[src/core/btob_pkg.sv]
package btob_pkg;
   // ------------------------------------------------------------
   // Instruction encodings
   // ------------------------------------------------------------
   localparam logic [3:0] BTOB_OP_INVERT = 4'h7;
   localparam logic [7:0] BTOB_OP_BRANCH_OVF = 8'hE4;
   localparam logic [7:0] BTOB_ILO_LIMIT = 8'h5F;
   localparam int BTOB_PC_W = 21;
   localparam logic [BTOB_PC_W-1:0] BTOB_PC_STEP = 21'h000002;
   localparam logic [BTOB_PC_W-1:0] BTOB_PC_RESET = 21'h000000;
   localparam logic [7:0] BTOB_BYTE_ZERO = 8'h00;
   localparam logic [11:0] BTOB_ADDR_ZERO = 12'h000;
   localparam logic [7:0] BTOB_ACCESS_HIGH_BASE = 8'h60;
   localparam logic [3:0] BTOB_ACCESS_HIGH_BANK = 4'hF;
   localparam logic [3:0] BTOB_BANK_ZERO = 4'h0;
   localparam logic [2:0] BTOB_BIT_ZERO = 3'h0;

   // ------------------------------------------------------------
   // Instruction field positions and widths
   // ------------------------------------------------------------
   localparam int BTOB_BYTE_W = 8;
   localparam int BTOB_OPC_HI = 15;
   localparam int BTOB_INV_OPC_LO = 12;
   localparam int BTOB_BOV_OPC_LO = 8;
   localparam int BTOB_BIT_HI = 11;
   localparam int BTOB_BIT_LO = 9;
   localparam int BTOB_ACC_BIT = 8;
   localparam int BTOB_FILE_HI = 7;
   localparam int BTOB_FILE_LO = 0;

   // ------------------------------------------------------------
   // Carrier types
   // ------------------------------------------------------------
   typedef struct packed {
      logic valid;
      logic [15:0] word;
      logic skip_two_word;
   } btob_instr_t;

   typedef struct packed {
      logic rd;
      logic wr;
      logic [11:0] addr;
      logic [7:0] wdata;
   } btob_mem_t;

   typedef enum logic [1:0] {
      BTOB_ST_IDLE = 2'b00,
      BTOB_ST_READ = 2'b01,
      BTOB_ST_FLUSH = 2'b10,
      BTOB_ST_SKIP2 = 2'b11
   } btob_state_t;
endpackage : btob_pkg

[src/core/btob_exec.sv]
`timescale 1ns/100ps
module btob_exec
   import btob_pkg::*;
(
   // Clock and reset.
   input wire logic mclk,
   input wire logic arst_n,
   // Instruction from fetch; pc is the already incremented counter.
   input wire btob_pkg::btob_instr_t instr_in,
   input wire logic [btob_pkg::BTOB_PC_W-1:0] pc_in,
   // Core state.
   input wire logic ovf_flag,
   input wire logic ext_set_en,
   input wire logic [3:0] bank_select_reg,
   input wire logic [11:0] index_base,
   // Data memory read data, valid in the same cycle as the read request.
   input wire logic [7:0] mem_rdata,
   // Data memory request.
   output btob_pkg::btob_mem_t mem_out,
   // Program counter load and pipeline control.
   output logic pc_load,
   output logic [btob_pkg::BTOB_PC_W-1:0] pc_new,
   output logic flush,
   output logic busy
);
   import btob_pkg::*;

   // ------------------------------------------------------------
   // Decode
   // ------------------------------------------------------------
   logic word_taken;
   logic is_skip;
   logic is_invert;
   logic is_bov;
   logic br_taken;
   logic [3:0] inv_opc;
   logic [7:0] bov_opc;
   logic [2:0] bit_field;
   logic acc_sel;
   logic [BTOB_BYTE_W-1:0] file_field;
   logic [11:0] eff_addr;
   logic [BTOB_PC_W-1:0] offset_x2;
   logic [BTOB_BYTE_W-1:0] flip_byte;
   btob_state_t state_reg;
   logic [2:0] bit_sel_reg;
   logic [11:0] addr_reg;

   // Field slices of the presented word. The branch reuses the low byte,
   // which the invert takes as its file address, as its signed offset.
   assign inv_opc = instr_in.word[BTOB_OPC_HI:BTOB_INV_OPC_LO];
   assign bov_opc = instr_in.word[BTOB_OPC_HI:BTOB_BOV_OPC_LO];
   assign bit_field = instr_in.word[BTOB_BIT_HI:BTOB_BIT_LO];
   assign acc_sel = instr_in.word[BTOB_ACC_BIT];
   assign file_field = instr_in.word[BTOB_FILE_HI:BTOB_FILE_LO];

   // A word is only looked at while the sequencer is idle, so a word that
   // arrives in a flushed cycle or in the read cycle of an invert is never executed.
   assign word_taken = instr_in.valid && (state_reg == BTOB_ST_IDLE);

   // A met skip owns the word outright: whatever opcode the skipped word
   // carries, it must not reach memory or the counter. The skip test is
   // therefore kept out of both opcode decodes.
   assign is_skip = word_taken && instr_in.skip_two_word;
   assign is_invert = word_taken && !instr_in.skip_two_word
                      && (inv_opc == BTOB_OP_INVERT);
   assign is_bov = word_taken && !instr_in.skip_two_word
                   && (bov_opc == BTOB_OP_BRANCH_OVF);

   // The overflow flag alone decides; a clear flag lets the branch retire
   // in its own cycle with no further effect.
   assign br_taken = is_bov && ovf_flag;

   // Sign-extend the offset and double it, since the counter steps in bytes
   // while the offset counts words.
   assign offset_x2 = {{(BTOB_PC_W-BTOB_BYTE_W-1){file_field[BTOB_FILE_HI]}}, file_field,
                       1'b0};

   // Address select: banked, indexed or access bank. The indexed window
   // only exists with the extended set on; without it the low part of the
   // access bank maps straight to bank zero.
   always_comb begin
      if (acc_sel) begin
         eff_addr = {bank_select_reg, file_field};
      end else if (ext_set_en && (file_field <= BTOB_ILO_LIMIT)) begin
         eff_addr = index_base + {BTOB_BANK_ZERO, file_field};
      end else if (file_field >= BTOB_ACCESS_HIGH_BASE) begin
         eff_addr = {BTOB_ACCESS_HIGH_BANK, file_field};
      end else begin
         eff_addr = {BTOB_BANK_ZERO, file_field};
      end
   end

   // ------------------------------------------------------------
   // Sequencer
   // ------------------------------------------------------------
   // Read happens this cycle, write lands next; the core counts it as one
   // instruction cycle since fetch of the following word overlaps. The
   // price is that the word behind an invert waits one clock, because the
   // single memory port cannot read one address while writing another.
   always_ff @(posedge mclk or negedge arst_n) begin
      if (!arst_n) begin
         state_reg <= BTOB_ST_IDLE;
      end else begin
         case (state_reg)
            BTOB_ST_IDLE: begin
               if (is_skip) begin
                  state_reg <= BTOB_ST_SKIP2;
               end else if (is_invert) begin
                  state_reg <= BTOB_ST_READ;
               end else if (br_taken) begin
                  state_reg <= BTOB_ST_FLUSH;
               end else begin
                  state_reg <= BTOB_ST_IDLE;
               end
            end
            BTOB_ST_READ: begin
               state_reg <= BTOB_ST_IDLE;
            end
            BTOB_ST_FLUSH: begin
               state_reg <= BTOB_ST_IDLE;
            end
            BTOB_ST_SKIP2: begin
               state_reg <= BTOB_ST_FLUSH;
            end
            default: begin
               state_reg <= BTOB_ST_IDLE;
            end
         endcase
      end
   end

   // Latch operand fields for the write-back cycle, since the word on the
   // fetch side has moved on by then.
   always_ff @(posedge mclk or negedge arst_n) begin
      if (!arst_n) begin
         bit_sel_reg <= BTOB_BIT_ZERO;
         addr_reg <= BTOB_ADDR_ZERO;
      end else if (is_invert) begin
         bit_sel_reg <= bit_field;
         addr_reg <= eff_addr;
      end
   end

   // ------------------------------------------------------------
   // Memory port
   // ------------------------------------------------------------
   // One lane per data bit: only the lane whose index matches the latched
   // bit field inverts, the other lanes pass the read byte through.
   for (genvar g = 0; g < BTOB_BYTE_W; g++) begin : g_flip
      assign flip_byte[g] = mem_rdata[g] ^ (bit_sel_reg == 3'(g));
   end

   // Read request in the cycle after decode, write-back in the one after.
   // Only the chosen bit changes; no status flag is touched, so no flag
   // output port exists at all.
   always_ff @(posedge mclk or negedge arst_n) begin
      if (!arst_n) begin
         mem_out <= '0;
      end else begin
         mem_out.rd <= is_invert;
         mem_out.wr <= (state_reg == BTOB_ST_READ);
         if (is_invert) begin
            mem_out.addr <= eff_addr;
         end else begin
            mem_out.addr <= addr_reg;
         end
         if (state_reg == BTOB_ST_READ) begin
            mem_out.wdata <= flip_byte;
         end else begin
            mem_out.wdata <= BTOB_BYTE_ZERO;
         end
      end
   end

   // ------------------------------------------------------------
   // Program counter
   // ------------------------------------------------------------
   // Load strobe: one cycle, and only for a taken branch, so a not-taken
   // branch never disturbs the fetch side.
   always_ff @(posedge mclk or negedge arst_n) begin
      if (!arst_n) begin
         pc_load <= 1'b0;
      end else begin
         pc_load <= br_taken;
      end
   end

   // Target value: held between branches, so a late reader of the port
   // still sees the last target.
   always_ff @(posedge mclk or negedge arst_n) begin
      if (!arst_n) begin
         pc_new <= BTOB_PC_RESET;
      end else if (br_taken) begin
         pc_new <= pc_in + offset_x2;
      end
   end

   // ------------------------------------------------------------
   // Flush and busy
   // ------------------------------------------------------------
   // Flush marks each discarded cycle, executed as a no-operation: the word
   // behind a taken branch, and both words of a skipped two-word one.
   always_ff @(posedge mclk or negedge arst_n) begin
      if (!arst_n) begin
         flush <= 1'b0;
      end else begin
         flush <= br_taken || is_skip
                  || (state_reg == BTOB_ST_SKIP2);
      end
   end

   // Busy tells fetch that the current cycle is owned by this block.
   // It is low exactly when the sequencer is idle, so the fetch side may
   // use it as the acceptance condition for the next word.
   always_ff @(posedge mclk or negedge arst_n) begin
      if (!arst_n) begin
         busy <= 1'b0;
      end else if (state_reg == BTOB_ST_IDLE) begin
         busy <= is_skip || is_invert || br_taken;
      end else begin
         busy <= (state_reg == BTOB_ST_SKIP2);
      end
   end

   // Neither instruction has a status flag result; the overflow flag is
   // only read here and is owned elsewhere in the core.
endmodule : btob_exec

[config.mk]
export PLATFORM = sky130hd
export DESIGN_NAME = btob_exec
export DESIGN_NICKNAME = d
export VERILOG_FILES = /design/src/core/btob_pkg.sv /design/src/core/btob_exec.sv
export SDC_FILE = /design/constraint.sdc
export NUM_CORES = 1
export LEC_CHECK = 0
export ABC_AREA = 1
export BUFFER_PORTS_ARGS = -buffer_cell sky130_fd_sc_hd__buf_4
export CAP_MARGIN = 15
export CORE_MARGIN = 2
export CORE_UTILIZATION = 53
export DETAILED_ROUTE_END_ITERATION = 12
export PLACE_DENSITY = 0.81
export SYNTH_ARGS = -nofsm -noshare
export SYNTH_HDL_FRONTEND = slang
export SYNTH_SLANG_ARGS = --single-unit
[constraint.sdc]
create_clock -name mclk -period 1.6 [get_ports mclk]
set_input_delay 0.24 -clock mclk [delete_from_list [all_inputs] [get_ports mclk]]
set_output_delay 0.24 -clock mclk [all_outputs]
set_load 0.02 [all_outputs]
## Word level (Yosys, flattened, before mapping)

Index checks and enable logic that the tools add are counted.

- Bits in registers: 51
- Input port bits: 67
- Output and inout port bits: 46
- Logic and storage cells: 58

- Add/sub/neg operators: 2
- Magnitude comparators: 2
- Equality and inequality tests: 12
- Muxes and demuxes: 9
- Bitwise operators: 8
- Reductions and logical operators: 15

Operator list:

| kind | number |
|---|---|
| 12-bit two-way mux | 3 |
| 21-bit adder | 1 |
| 12-bit by 8-bit adder with 12-bit output | 1 |
| 3-bit == test (second input constant) | 4 |
| 8-bit == test (second input constant) | 1 |
| 8-bit by 7-bit greater-or-equal comparator with 1-bit output (second input constant) | 1 |
| 8-bit by 7-bit <= comparator with 1-bit output (second input constant) | 1 |
| 8-bit two-way mux | 1 |
| 1-bit XOR | 8 |
| 1-bit logical AND | 7 |
| 3-bit by 2-bit == test with 1-bit output (second input constant) | 2 |
| 2-bit two-way mux | 3 |
| 2-bit case mux with 3 select lines | 1 |
| 2-bit == test (second input constant) | 2 |
| 4-bit by 3-bit == test with 1-bit output (second input constant) | 1 |
| 1-bit logical OR | 4 |
| 3-bit by 1-bit == test with 1-bit output (second input constant) | 1 |
| 3-bit zero test | 1 |
| 2-bit by 1-bit == test with 1-bit output (second input constant) | 1 |
| 2-bit zero test | 1 |
| 2-bit OR reduction | 1 |
| 1-bit zero test | 1 |
| 1-bit two-way mux | 1 |

## Depth between registers and ports, before layout

- Word-level depth: 9
- Depth in mapped cells: 12
- Depth with buffers taken out: 12

## Worst setup path after synthesis

OpenSTA, ideal clock, no wires.

- Path kind: input to register
- Start: input port instr_in[1] (netlist name)
- End: register mem_out[18] (netlist name)
- Library setup time: 116 ps
- Arrival: 1515 ps
- Data required time: 1484 ps
- Path slack: -31 ps
- Cell stages on the path: 12
- Path buffers: 0
- Path through: ha_1 -> inv_1 -> fa_1 -> nand3b_1 -> nand2_1 -> nand2_1 -> nand2_1 -> nand3_1 -> nand3_1 -> nand2_1 -> nand2_1 -> nand2_1

- Longest elaborated chain between the ends: 4
- Elaborated cells on any way between the ends: 7
- Those cells by class: add/sub (1); order compare (2); mux (3); reduce/logical (1)

RTL lines:

| item | line | RTL |
|---|---|---|
| start: declaration | btob_exec.sv:9 | `input wire btob_pkg::btob_instr_t instr_in,` |
| 8-bit by 7-bit greater-or-equal comparator with 1-bit output / 8-bit by 7-bit <= comparator with 1-bit output (equally long branches) | btob_exec.sv:86, btob_exec.sv:84 |  |
| 12-bit two-way mux / 1-bit logical AND (equally long branches) | btob_exec.sv:86, btob_exec.sv:84 |  |
| 12-bit two-way mux (*) | btob_exec.sv:84 | `end else if (ext_set_en && (file_field <= BTOB_ILO_LIMIT)) begin` |
| 12-bit two-way mux (*) | btob_exec.sv:82 | `if (acc_sel) begin` |
| end: declaration | btob_exec.sv:19 | `output btob_pkg::btob_mem_t mem_out,` |

Every way passes the cells marked *; elsewhere a longest branch is shown, timed or not.
A chain may end at the register's enable or synchronous reset.

## Final worst setup path

- Start: input port instr_in[8] (netlist name)
- End: register pc_new[18] (netlist name)

- Longest elaborated chain between the ends: 1

RTL lines:

| item | line | RTL |
|---|---|---|
| 21-bit adder | btob_exec.sv:194 | `pc_new <= pc_in + offset_x2;` |
| end signal: assignment | btob_exec.sv:194 |  |
| end: declaration | btob_exec.sv:22 | `output logic [btob_pkg::BTOB_PC_W-1:0] pc_new,` |

Every way passes these cells.

==> impl_metrics.py <==
metrics = {
    "clock_network": {
        "post_cts_buffers": 0,
        "cts_buffers": 5,
        "worstSkewPairLatency_ps": 310,
        "cts_root_buf": "clkbuf_8",
        "clkSinkCount": 51,
        "cts_tree": "yes",
        "cts_buffer_depth": 2,
        "htreeDepth": 2,
        "clk_pin_slew_ps": 100,
    },
    "logic_synthesis": {
        "yosysTopAreaCell": "dfrtp_1",
        "yosys_warnings": 0,
        "ys_types": 33,
        "seq_area_frac_synth": 0.329,
        "synth_area_leaders": "dfrtp_1 33%, nand2_1 20%, ha_1 8.7%, inv_1 7.4%, nand3_1 5.7%",
        "synth_seq_cells": 51,
        "synth_cells": 574,
        "synth.top_cell.area_share": 0.329,
        "avgSynthCellArea_um2": 6.77,
        "netlist_area_mm2": 0.00388,
        "syn-num-nets": 670,
    },
    "sta": {
        "fin_setup_tns_ps": 0,
        "hold_ws_ps": 147,
        "tightest_slew_ps": 628,
        "setup_violations": 0,
        "finalCritPeriodShare": 0.945,
        "max_freq_mhz": 662,
        "relSlewSlack": 0.581,
        "hold_viol": 0,
        "worst_slack_ps": 88.8,
        "rsz0062_at_grt": "yes",
        "fin_worst_skew_ps": 6.15,
        "drv_slew": 0,
        "period_needed_ps": 1510,
    },
    "floorplanning": {
        "die_x_um": 89.6,
        "chipHeight_um": 89.6,
        "ios": 113,
        "die_area_mm2": 0.00803,
        "core_area_mm2": 0.00718,
        "fp-row-count": 31,
        "initial_core_util": 0.541,
    },
    "global_route": {
        "antenna_found_initial": 0,
        "grt_pass1_wl_um": 18400,
        "grt_usage": 0.294,
        "grt_overflow": 0,
        "grt_max_degree": 52,
        "grt_pass1_vias": 3973,
    },
    "critical_path": {
        "r2r-end": "pc_new[12]$_DFFE_PN0P_",
        "required_ps": 1800,
        "crit_arrival_ps": 1710,
        "worst-r2r-cell-count": 6,
        "rrSetupSlack_ps": 130,
        "crit_path_end_kind": "register",
        "worstSetupPathType": "in -> reg",
        "timing.rr.start": "state_reg[0]$_DFF_PN0_",
        "startpoint_type": "input pin",
        "crit_path_max_fanout": 14,
    },
    "drt": {
        "firstDrtPassIters": 5,
        "remaining_drc_errors": 0,
        "drt-total-wl_um": 12000,
        "wl_per_cell_um": 14.2,
        "vias_per_cell": 5.19,
        "dr_total_vias": 4387,
        "drtIter0Drc": 468,
        "ant_nets": 0,
    },
    "layout": {
        "instances_no_fill": 845,
        "multi_input_area_mm2": 0.00240,
        "syn_to_final_growth_pct": 41.8,
        "diodes": 0,
        "final-seq-area_mm2": 0.00128,
        "largest_reg_flops": 22,
        "drive_gt1_frac": 0.284,
        "nets": 841,
        "nFillCells": 563,
    },
    "placed_design": {
        "place.gp.congestion": 0.907,
        "io_buffers": 112,
        "dp_hpwl_um": 9630,
        "dp.cells": 836,
        "dp_slack_ps": -283,
    },
    "worst_hold_path": {
        "hold_class": "in -> reg",
        "min_from": "instr_in[10]",
        "hold_path_depth": 3,
        "hold_end": "bit_sel_reg[0]$_DFFE_PN0P_",
    },
    "power": {
        "intPower_mw": 2.55,
        "p_switching_mw": 1.39,
        "comb_power_share": 0.390,
        "p_clk_frac": 0.235,
        "finalPower_mw": 3.94,
        "p_leak_nw": 3.09,
        "seq_power_share": 0.375,
        "p_per_area_mw_per_mm2": 716,
        "switching_share": 0.353,
        "peakVddDrop_uv": 390,
    },
    "run": {
        "maxCapViolCount": 0,
    },
    "run_status": {
        "status": "completed",
    },
}
==> worst max path at each step <==
stage | startpoint | end | slack, ps | depth (start not counted)
final | instr_in[8] | pc_new[18]$_DFFE_PN0P_ | 90 | 11
after global routing | instr_in[8] | pc_new[18]$_DFFE_PN0P_ | -50 | 11
after CTS | instr_in[1] | pc_new[9]$_DFFE_PN0P_ | 40 | 9
after detailed placement | instr_in[1] | pc_new[9]$_DFFE_PN0P_ | -280 | 9
after global placement | instr_in[1] | pc_new[9]$_DFFE_PN0P_ | -240 | 9
after floorplan | instr_in[1] | pc_new[13]$_DFFE_PN0P_ | 0.3 | 10
==> power by group through the flow <==
stage          clock, mW  combinational (mW)  sequential [mW]
2_1_floorplan          0               0.665             1.60
3_3_place_gp           0                1.41             1.49
3_5_place_dp           0                1.46             1.50
4_1_cts            0.927                1.46             1.47
5_1_grt            0.975                1.69             1.49
6_report           0.928                1.54             1.48
==> metal layers <==
layer  GRT usage  up-vias  routed length (um)
met5           0        -                   0
met4      0.0706        0                 289
met3      0.0265       26                 688
met2       0.493      168                5590
met1       0.413     2017                5390
li1            -     2176                   -
==> Yosys cell counts (all sizes together) <==
master / number
nor2: 50
nand3b: 8
nor3: 5
o211ai: 1
fa: 2
o21bai: 2
nor4: 1
a31oi: 3
buf: 5
or2: 1
inv: 80
a21oi: 28
and3: 1
ha: 27
nand3: 46
xor2: 9
nand2: 207
xnor2: 7
o21ai: 27
dfrtp: 51
nand4: 13
==> final cells by class <==
cell class              count  share of cell area
inverters                  80              0.0550
flip-flops and latches     51               0.232
clock inverters             3             0.00841
well taps                  99              0.0225
multi-input cells         438               0.436
repair buffers            169               0.234
clock buffers               5              0.0125
==> per-stage QoR <==
stage,instance area (um2),util
after detailed placement,5240,0.731
after global placement,5240,0.731
after CTS,5370,0.748
final,5510,0.767
after floorplan,3890,-
after global routing,5510,0.767
==> critical path, stage by stage <==
cell and delay (ps):
buf_6 160, ha_4 300, nand2_1 100, nor2_1 160, inv_1 60, nor2_1 150, nand4_1 160, nand3_1 130
nand2_1 50, nand3_1 120, nand2_1 60
==> cell usage in the layout (no fill, tap or decap) <==
master and instances:
nand2_1 201, buf_4 166, inv_1 76, dfrtp_1 51, nor2_1 45, nand3_1 42
a21oi_1 27, o21ai_0 22, ha_1 19, nand4_1 12, xor2_1 9, nand3b_1 8
ha_4 8, xnor2_1 7, nand2_2 6, nor2_2 5, clkbuf_8 5, nand3_2 4
inv_2 3, a31oi_1 3, nor3_1 3, o21ai_1 3, o21bai_1 2, o21ai_2 2
fa_2 2, nand4_2 1, and3_1 1, o211ai_1 1, nor4_1 1, a21oi_2 1
nor3_2 1, nor3_4 1, inv_4 1, or2_2 1, clkinvlp_4 1, inv_6 1
bufinv_16 1, dlygate4sd3_1 1, buf_6 1, buf_12 1
==> logic make-up (layout without fill, tap and decap cells) <==
family | Yosys count | after routing | synth area share
and+or+nand+nor | 332 | 332 | 0.366
buffers and inverters | 85 | 257 | 0.0883
AOI/OAI and AO/OA | 61 | 61 | 0.0834
DFF | 51 | 51 | 0.329
adders and majority gates | 29 | 29 | 0.0973
xor gates and xnor gates | 16 | 16 | 0.0361
==> timing repair <==
item | 4_1_cts | 5_1_grt
gates resized for setup | 0 | 25
hold buffers | 1 | 0
hold endpoints to repair | 51 | 0
endpoints found under the setup margin | 0 | 16
(Power assumes the default switching activity.)
